[src/shared/chgsr_defines.svh]
`ifndef CHGSR_DEFINES_SVH
`define CHGSR_DEFINES_SVH
// Register indices on the serial register port
`define CHGSR_ADDR_STATUS      8'h0B
`define CHGSR_ADDR_FAULT       8'h0C
`define CHGSR_ADDR_VLIMIT      8'h0D
// Source status field positions
`define CHGSR_SRC_MSB          7
`define CHGSR_SRC_LSB          5
`define CHGSR_CHG_MSB          4
`define CHGSR_CHG_LSB          3
`define CHGSR_PG_BIT           2
`define CHGSR_RSV_BIT          1
`define CHGSR_SYSMIN_BIT       0
// Fault field positions
`define CHGSR_WDOG_BIT         7
`define CHGSR_BOOST_BIT        6
`define CHGSR_CFLT_MSB         5
`define CHGSR_CFLT_LSB         4
`define CHGSR_BOVP_BIT         3
`define CHGSR_NTC_MSB          2
`define CHGSR_NTC_LSB          0
// Limit register layout and values; reserved status bit value
`define CHGSR_ABS_BIT          7
`define CHGSR_VLIMIT_RESET     8'h12
`define CHGSR_CODE_FLOOR       7'h0D
`define CHGSR_RSV_VALUE        1'h1
// Threshold scale in millivolts
`define CHGSR_OFFSET_MV        2600
`define CHGSR_STEP_MV          100
`endif

[src/shared/chgsr_pkg.sv]
package chgsr_pkg;
  // Detected input source
  typedef enum logic [2:0] {
    CHGSR_SRC_NONE    = 3'h0,
    CHGSR_SRC_USB_SDP = 3'h1,
    CHGSR_SRC_ADAPTER = 3'h2,
    CHGSR_SRC_OTG     = 3'h7
  } chgsr_source_type;
  // Charging progress
  typedef enum logic [1:0] {
    CHGSR_CHG_IDLE = 2'h0,
    CHGSR_CHG_PRE  = 2'h1,
    CHGSR_CHG_FAST = 2'h2,
    CHGSR_CHG_DONE = 2'h3
  } chgsr_progress_type;
  // Charging fault code
  typedef enum logic [1:0] {
    CHGSR_CFLT_NONE    = 2'h0,
    CHGSR_CFLT_INPUT   = 2'h1,
    CHGSR_CFLT_THERMAL = 2'h2,
    CHGSR_CFLT_TIMER   = 2'h3
  } chgsr_cfault_type;
endpackage : chgsr_pkg

[src/design/chgsr_sync.sv]
`timescale 1ns/100ps
// Three-flop input conditioner: output moves once stages two and three agree
module chgsr_sync #(
  parameter int WIDTH = 1
) (
  // Clock and reset
  input  wire logic             sys_clk,
  input  wire logic             rst,
  // Raw and conditioned level
  input  wire logic [WIDTH-1:0] raw_in,
  output logic      [WIDTH-1:0] clean_out
);
  logic [WIDTH-1:0] stage1;   // Metastability catcher, read only by stage2
  logic [WIDTH-1:0] stage2;   // Second stage
  logic [WIDTH-1:0] stage3;   // Third stage

  // Shift chain
  always_ff @(posedge sys_clk or posedge rst) begin
    if (rst) begin
      stage1 <= '0;
      stage2 <= '0;
      stage3 <= '0;
    end else begin
      stage1 <= raw_in;
      stage2 <= stage1;
      stage3 <= stage2;
    end
  end

  // Per bit: accept a change only when two stages agree, filtering one-cycle glitches
  genvar gi;
  generate
    for (gi = 0; gi < WIDTH; gi++) begin : g_bit
      always_ff @(posedge sys_clk or posedge rst) begin
        if (rst) begin
          clean_out[gi] <= 1'b0;
        end else if (stage2[gi] == stage3[gi]) begin
          clean_out[gi] <= stage3[gi];
        end
      end
    end
  endgenerate
endmodule : chgsr_sync

[src/design/chgsr_regs.sv]
`timescale 1ns/100ps
`include "chgsr_defines.svh"
// Overview of operation
// - Bits 7:5 report detected input source
// - Bits 4:3 report charging progress
// - Reserved status bit 1 reads one
// - Bit 0 flags minimum system rail regulation
// - Fault bit 7 flags watchdog expiry
// - Fault bit 6 flags boost mode faults
// - Fault bits 5:4 encode charging fault
// - Limit bit 7 selects absolute tracking
// - Input plug-in restores limit register default
// - Code means 2.6V plus 100mV steps
// - Codes below 0001101 act as 3.9V
// - Relative mode: host code writes ignored, internal update
// - Absolute mode: host writes code, value kept
module chgsr_regs (
  // Clock and reset
  input  wire logic                     sys_clk,
  input  wire logic                     rst,
  // Register-reset control from the wider register map
  input  wire logic                     reg_reset,
  // Register port from the serial interface engine
  input  wire logic [7:0]               reg_addr,
  input  wire logic                     reg_wr,
  input  wire logic [7:0]               reg_wdata,
  output logic      [7:0]               reg_rdata,
  // Charger condition inputs (from analog side, asynchronous)
  input  wire chgsr_pkg::chgsr_source_type   input_source_type,
  input  wire chgsr_pkg::chgsr_progress_type charge_progress,
  input  wire logic                     input_power_ok,
  input  wire logic                     sys_rail_min_reg_flag,
  input  wire logic                     watchdog_expired,
  input  wire logic                     boost_overload,
  input  wire logic                     boost_input_ovp,
  input  wire logic                     boost_battery_low,
  input  wire chgsr_pkg::chgsr_cfault_type   charging_fault_code,
  input  wire logic                     battery_overvoltage_flag,
  input  wire logic [2:0]               thermistor_fault_code,
  // Internally computed relative threshold code
  input  wire logic [6:0]               relative_limit_code,
  // Limit outputs to the regulation loop
  output logic                          absolute_threshold_select,
  output logic      [6:0]               input_voltage_limit_code,
  output logic      [6:0]               effective_limit_code,
  output logic      [13:0]              effective_limit_mv
);
  localparam int CondW = 20;       // Width of synchronised condition bus

  logic [CondW-1:0] cond_raw;      // Raw conditions packed for the conditioner
  logic [CondW-1:0] cond;          // Conditioned conditions
  logic             plugged_prev;  // Previous source-present state
  logic [7:0]       limit_reg;     // Stored limit register

  // Pack all asynchronous status inputs
  assign cond_raw = {input_source_type, charge_progress, input_power_ok,
                     sys_rail_min_reg_flag, watchdog_expired, boost_overload,
                     boost_input_ovp, boost_battery_low, charging_fault_code,
                     battery_overvoltage_flag, thermistor_fault_code,
                     relative_limit_code[2:0]};

  // Condition the pins; relative code top bits come from same-clock logic
  chgsr_sync #(.WIDTH(CondW)) u_sync (
    .sys_clk   (sys_clk),
    .rst       (rst),
    .raw_in    (cond_raw),
    .clean_out (cond)
  );

  // Field extraction
  wire [2:0] src_now      = cond[19:17];
  wire [1:0] prog_now     = cond[16:15];
  wire       pg_now       = cond[14];
  wire       sysmin_now   = cond[13];
  wire       wdog_now     = cond[12];
  wire       boost_now    = cond[11] | cond[10] | cond[9];
  wire [1:0] cflt_now     = cond[8:7];
  wire       bovp_now     = cond[6];
  wire [2:0] ntc_now      = cond[5:3];
  // Relative code lower bits are synchronised; same-clock upper bits need no conditioning
  wire [6:0] rel_code     = {relative_limit_code[6:3], cond[2:0]};

  // Live status images, assembled every cycle so a read sees current state
  wire [7:0] status_img;
  assign status_img[`CHGSR_SRC_MSB:`CHGSR_SRC_LSB] = src_now;
  assign status_img[`CHGSR_CHG_MSB:`CHGSR_CHG_LSB] = prog_now;
  assign status_img[`CHGSR_PG_BIT]                 = pg_now;
  assign status_img[`CHGSR_RSV_BIT]                = `CHGSR_RSV_VALUE;
  assign status_img[`CHGSR_SYSMIN_BIT]             = sysmin_now;
  wire [7:0] fault_img;
  assign fault_img[`CHGSR_WDOG_BIT]                = wdog_now;
  assign fault_img[`CHGSR_BOOST_BIT]               = boost_now;
  assign fault_img[`CHGSR_CFLT_MSB:`CHGSR_CFLT_LSB] = cflt_now;
  assign fault_img[`CHGSR_BOVP_BIT]                = bovp_now;
  assign fault_img[`CHGSR_NTC_MSB:`CHGSR_NTC_LSB]  = ntc_now;

  // Decode
  wire sel_status = (reg_addr == `CHGSR_ADDR_STATUS);
  wire sel_fault  = (reg_addr == `CHGSR_ADDR_FAULT);
  wire sel_limit  = (reg_addr == `CHGSR_ADDR_VLIMIT);
  wire wr_limit   = reg_wr & sel_limit;
  wire plugged    = (src_now != 3'h0) & (src_now != 3'h7);
  wire plug_in    = plugged & ~plugged_prev;
  wire abs_mode   = limit_reg[`CHGSR_ABS_BIT];

  // Next limit register: reset, plug-in, host write, or internal tracking
  logic [7:0] next_limit;
  always_comb begin
    next_limit = limit_reg;
    if (reg_reset || plug_in) begin
      next_limit = `CHGSR_VLIMIT_RESET;
    end else if (wr_limit) begin
      if (reg_wdata[`CHGSR_ABS_BIT]) begin
        next_limit = reg_wdata;
      end else begin
        next_limit = {1'b0, rel_code};
      end
    end else if (!abs_mode) begin
      next_limit = {1'b0, rel_code};
    end
  end

  // Clamp to floor then scale
  wire [6:0] code_now  = limit_reg[6:0];
  wire [6:0] code_clmp = (code_now < `CHGSR_CODE_FLOOR) ? `CHGSR_CODE_FLOOR : code_now;
  // Top code reaches 15300 mV, so the scale needs fourteen bits, not twelve
  wire [13:0] mv_now   = 14'(`CHGSR_OFFSET_MV) + 14'(code_clmp) * 14'(`CHGSR_STEP_MV);

  // Read data select; status registers ignore writes entirely
  wire [7:0] rdata_now = sel_status ? status_img :
                         sel_fault  ? fault_img  :
                         sel_limit  ? limit_reg  : 8'h00;

  // Limit storage
  always_ff @(posedge sys_clk or posedge rst) begin
    if (rst) begin
      limit_reg <= `CHGSR_VLIMIT_RESET;
    end else begin
      limit_reg <= next_limit;
    end
  end

  // Plug-in edge history
  always_ff @(posedge sys_clk or posedge rst) begin
    if (rst) begin
      plugged_prev <= 1'b0;
    end else begin
      plugged_prev <= plugged;
    end
  end

  // Registered outputs
  always_ff @(posedge sys_clk or posedge rst) begin
    if (rst) begin
      reg_rdata                 <= 8'h00;
      absolute_threshold_select <= 1'b0;
      input_voltage_limit_code  <= 7'h12;
      effective_limit_code      <= 7'h12;
      effective_limit_mv        <= 14'h0000;
    end else begin
      reg_rdata                 <= rdata_now;
      absolute_threshold_select <= abs_mode;
      input_voltage_limit_code  <= code_now;
      effective_limit_code      <= code_clmp;
      effective_limit_mv        <= mv_now;
    end
  end

  // Assertions
  rsv_bit_one_a: assert property (@(posedge sys_clk) disable iff (rst)
    sel_status |=> reg_rdata[1]) else $error("reserved bit not one");
  src_field_a: assert property (@(posedge sys_clk) disable iff (rst)
    sel_status |=> reg_rdata[7:5] == $past(src_now)) else $error("source field wrong");
  prog_field_a: assert property (@(posedge sys_clk) disable iff (rst)
    sel_status |=> reg_rdata[4:3] == $past(prog_now)) else $error("progress field wrong");
  sysmin_bit_a: assert property (@(posedge sys_clk) disable iff (rst)
    sel_status |=> reg_rdata[0] == $past(sysmin_now)) else $error("sysmin bit wrong");
  wdog_bit_a: assert property (@(posedge sys_clk) disable iff (rst)
    sel_fault |=> reg_rdata[7] == $past(wdog_now)) else $error("watchdog bit wrong");
  boost_bit_a: assert property (@(posedge sys_clk) disable iff (rst)
    (sel_fault && cond[10]) |=> reg_rdata[6]) else $error("boost fault missed");
  cflt_field_a: assert property (@(posedge sys_clk) disable iff (rst)
    sel_fault |=> reg_rdata[5:4] == $past(cflt_now)) else $error("charge fault wrong");
  plug_default_a: assert property (@(posedge sys_clk) disable iff (rst)
    plug_in |=> limit_reg == 8'h12) else $error("plug-in did not restore");
  rel_ignore_a: assert property (@(posedge sys_clk) disable iff (rst)
    (!abs_mode && !plug_in && !reg_reset && !(wr_limit && reg_wdata[7]))
    |=> limit_reg == {1'b0, $past(rel_code)}) else $error("relative code not tracked");
  abs_keep_a: assert property (@(posedge sys_clk) disable iff (rst)
    (wr_limit && reg_wdata[7] && !plug_in && !reg_reset) ##1 (!wr_limit && !plug_in && !reg_reset)[*2]
    |-> limit_reg == $past(reg_wdata, 2)) else $error("absolute code lost");
  floor_clamp_a: assert property (@(posedge sys_clk) disable iff (rst)
    (code_now < 7'h0D) |=> effective_limit_code == 7'h0D) else $error("floor not applied");
  mv_scale_a: assert property (@(posedge sys_clk) disable iff (rst)
    1'b1 |=> effective_limit_mv == 14'(2600 + 100 * int'($past(code_clmp)))) else $error("scale wrong");
  abs_sel_a: assert property (@(posedge sys_clk) disable iff (rst)
    1'b1 |=> absolute_threshold_select == $past(limit_reg[7])) else $error("select mismatch");

  // Main scenarios
  plug_seen_c:   cover property (@(posedge sys_clk) disable iff (rst) plug_in);
  abs_write_c:   cover property (@(posedge sys_clk) disable iff (rst) wr_limit && reg_wdata[7]);
  fault_read_c:  cover property (@(posedge sys_clk) disable iff (rst) sel_fault && wdog_now);
  clamp_c:       cover property (@(posedge sys_clk) disable iff (rst) abs_mode && code_now < 7'h0D);
endmodule : chgsr_regs

[config.mk]
export PLATFORM = sky130hd
export DESIGN_NAME = chgsr_regs
export DESIGN_NICKNAME = d
export VERILOG_FILES = /design/src/shared/chgsr_pkg.sv /design/src/design/chgsr_sync.sv /design/src/design/chgsr_regs.sv
export VERILOG_INCLUDE_DIRS = /design/src /design/src/shared
export SDC_FILE = /design/constraint.sdc
export NUM_CORES = 1
export LEC_CHECK = 0
export BUFFER_PORTS_ARGS = -buffer_cell sky130_fd_sc_hd__buf_2
export CORE_MARGIN = 10
export CORE_UTILIZATION = 55
export CTS_CLUSTER_DIAMETER = 30
export DETAILED_ROUTE_END_ITERATION = 6
export PLACE_DENSITY = 0.82
export SKIP_CTS_REPAIR_TIMING = 1
export SYNTH_ARGS = -nofsm -noshare
export SYNTH_HDL_FRONTEND = slang
export SYNTH_SLANG_ARGS = --single-unit
[constraint.sdc]
create_clock -name sys_clk -period 4.16 [get_ports sys_clk]
set_input_delay 0 -clock sys_clk [delete_from_list [all_inputs] [get_ports sys_clk]]
set_output_delay 0 -clock sys_clk [all_outputs]
set_load 0.01 [all_outputs]
==> results by group <==
GRT
  • Pin count of the biggest net entering global routing: 83
  • Gr usage total: 15.2%
  • Antenna violations before repair: 0
  • First-pass GRT wire length: 15100 µm
  • Gr ovfl total: 0
  • Vias in the first global route: 3118

Run status
  • Status: complete, but fails checks
  • Failing checks: negative hold slack

Setup path
  • CP Data Arrival Time: 4300 ps
  • Crit. Startpoint: limit_reg[5]
  • Worst R2R Start: limit_reg[5]
  • Worst R2R Setup Slack: 270 ps
  • CP Capture Type: flop
  • Req. time, crit path: 4580 ps
  • Crit Path Category: flop to flop
  • Crit path capture: effective_limit_mv[13]
  • Cells on worst reg2reg path: 12
  • Critical Path Source Type: flop
  • Crit-path max FO: 5
  • RR Endpoint: effective_limit_mv[13]

Logic synthesis
  • Flops & latches, synth: 123
  • Largest area contributor in the netlist: dfrtp_1
  • Most frequent cell after synthesis: dfrtp_1
  • Syn. warnings: 0
  • Sequential area share after synthesis: 67.2%
  • Synth Flop Type: dfrtp_1
  • Post-Syn Area: 4590 µm²
  • Post-synth EDFFs: 0
  • Commonest cells post-synth: dfrtp_1 (117), ha_1 (26), inv_1 (23), maj3_1 (20), nand2b_1 (9)
  • Synth async-reset ratio: 100%
  • Mapped Cells: 310
  • Yosys cell types: 52
  • Share of the synthesized area in the top cell type: 63.8%
  • Top post-synthesis cells by area: dfrtp_1 (64%), ha_1 (7.1%), maj3_1 (4.4%), dfstp_2 (3.4%), inv_1 (1.9%)
  • Syn Area/Cell: 14.8 µm²

Power
  • P per Cell Area: 573 nW/µm²
  • Total power: 3.43 mW
  • Power share of the clock group: 39.6%
  • Switch share: 29.1%
  • Comb pwr share: 20.3%
  • Sw power: 998 µW
  • Leakage Power: 2.89 nW
  • Cell-internal power: 2.43 mW
  • Reg power frac: 40.1%
  • Worst vdd ir: 0.000340 V

Clocking
  • CTS tree: built
  • Total CTS buffers: 17
  • Clk_lat worst skew: 510 ps
  • Max Buffers Root-to-Sink: 2
  • Htree depth: 4
  • Clock Root Buffer: clkbuf_8
  • Worst-path clk slew: 60 ps
  • CTS Sinks: 123

STA
  • Fmax: 257 MHz
  • Final-report hold violation count: 1
  • Tmin final: 3890 ps
  • Setup TNS: 0 ps
  • # setup viols final: 0
  • Slew @ Worst Pin: 927 ps
  • Final Slew Violations: 0
  • Slew margin rel.: 38.2%
  • RSZ-0062 raised after global routing: false
  • Final setup margin: 274 ps
  • Max Clock Skew: 7.30 ps
  • Fin crit share: 93.4%
  • Worst Hold Slack: -15.1 ps

Placed design
  • Place WS: 368 ps
  • IO buf count: 78
  • DP Area: 5100 µm²
  • Placed Cells: 491
  • HPWL Detailed: 6470 µm
  • Final GP Congestion: 0.909

Floorplan
  • Initial core utilization: 56.2%
  • Die Wd: 111 µm
  • Core Region: 8180 µm²
  • Io pins: 81
  • Die Footprint: 12400 µm²
  • Die Ht: 111 µm
  • Number of cell rows: 33

Route
  • ANT nets after route: 0
  • DRC Markers: 0
  • Drt via density: 5.31
  • Routed len/inst: 17.4 µm
  • Iter 0 DRT Violations: 111
  • Post-Route WL: 9670 µm
  • DRT Pass-1 Iters: 5
  • Vias: 2952

Min path
  • Min-delay worst type: primary input to flop
  • Hold Startpoint: reg_addr[1]

Layout
  • Share of cells above drive strength 1: 27.3%
  • Nets: 511
  • Final Instance Count excl. Fillers: 556
  • Layout area overhead: 30.4%
  • Final instance area: 5990 µm²
  • Number of inserted diodes: 0

Job
  • Max_cap viols: 0
==> critical path, cell delays in order, from the launching register on <==
cell and delay, ps:
dfrtp_1 410, inv_1 100, ha_1 260, a31oi_1 390, ha_1 320, ha_1 300
ha_1 300, ha_1 360, and2_1 200, a221oi_1 400, a2111oi_0 240, o31a_1 340
a32oi_1 180
==> through the flow <==
stage / hold WS (ps) / utilization, %
3_3_place_gp: 107 / 62.3
2_1_floorplan: 31.4 / -
5_1_grt: 24.9 / 73.2
3_5_place_dp: 109 / 62.3
4_1_cts: -427 / 69.1
6_report: -15.1 / 73.2
==> cells in the final DEF, fill, tap and decap left out, drive strengths merged, types with 3 or more instances in the layout <==
master / Yosys / layout
a21oi: 6 / 6
a222oi: 6 / 6
a31oi: 3 / 3
and3: 4 / 4
buf: 4 / 80
clkbuf: 1 / 17
clkinv: 0 / 5
clkinvlp: 0 / 3
dfrtp: 117 / 117
dfstp: 6 / 6
dlygate4sd3: 0 / 34
ha: 26 / 26
inv: 23 / 28
maj3: 20 / 20
mux2i: 5 / 5
nand2: 6 / 6
nand2b: 9 / 9
nand3: 6 / 6
nor2: 5 / 5
nor2b: 4 / 4
nor4: 4 / 4
o211ai: 3 / 3
o21ai: 4 / 4
o2bb2ai: 5 / 5
xnor2: 6 / 6
xor2: 4 / 4
==> final cells by class <==
cell class	instances	area, µm²
multi-input combinational	160	1390
clock inverter	14	138
fill	530	2190
sequential	123	3090
clock buffer	17	414
inverter	23	88.8
tap	105	131
timing repair buffer	114	746
==> cell families (layout without fill, tap and decap cells) <==
| logic type | Yosys count | count (layout) | synth area share [%] |
|---|---|---|---|
| fa+ha+maj | 48 | 48 | 12.3 |
| flops | 123 | 123 | 67.2 |
| other cells | 1 | 2 | 0.0817 |
| buf+inv | 28 | 168 | 2.70 |
| simple gates | 46 | 46 | 6.11 |
| xor+xnor | 10 | 10 | 1.91 |
| compound gates | 47 | 47 | 8.10 |
| mux | 7 | 7 | 1.58 |
==> metal layers <==
| layer | track usage (%) | share of wire, % | vias up |
|---|---|---|---|
| met4 | 6.51 | 2.3 | 0 |
| met2 | 25.7 | 53 | 97 |
| li1 | - | - | 1363 |
| met1 | 16.6 | 40 | 1468 |
| met3 | 5.90 | 5.1 | 24 |
| met5 | 0 | 0 | - |
==> worst min-delay path by stage <==
stage / endpoint / slack (ps) / depth (start not counted)
after detailed placement: u_sync.stage1[1] / 110 / 1
after CTS: u_sync.stage1[14] / -430 / 1
after global placement: u_sync.stage1[18] / 110 / 1
final: reg_rdata[6] / -20 / 4
after floorplan: u_sync.stage1[0] / 30 / 0
after global routing: reg_rdata[6] / 20 / 4
==> power by group through the flow <==
stage / sequential [mW] / clock (mW) / combinational, mW
after CTS: 1.38 / 1.38 / 0.674
after global placement: 1.39 / 0 / 0.627
after floorplan: 1.42 / 0 / 0.442
final: 1.38 / 1.36 / 0.695
after global routing: 1.39 / 1.44 / 0.774
after detailed placement: 1.40 / 0 / 0.664
Note: power is estimated with default switching activity, not from simulation.
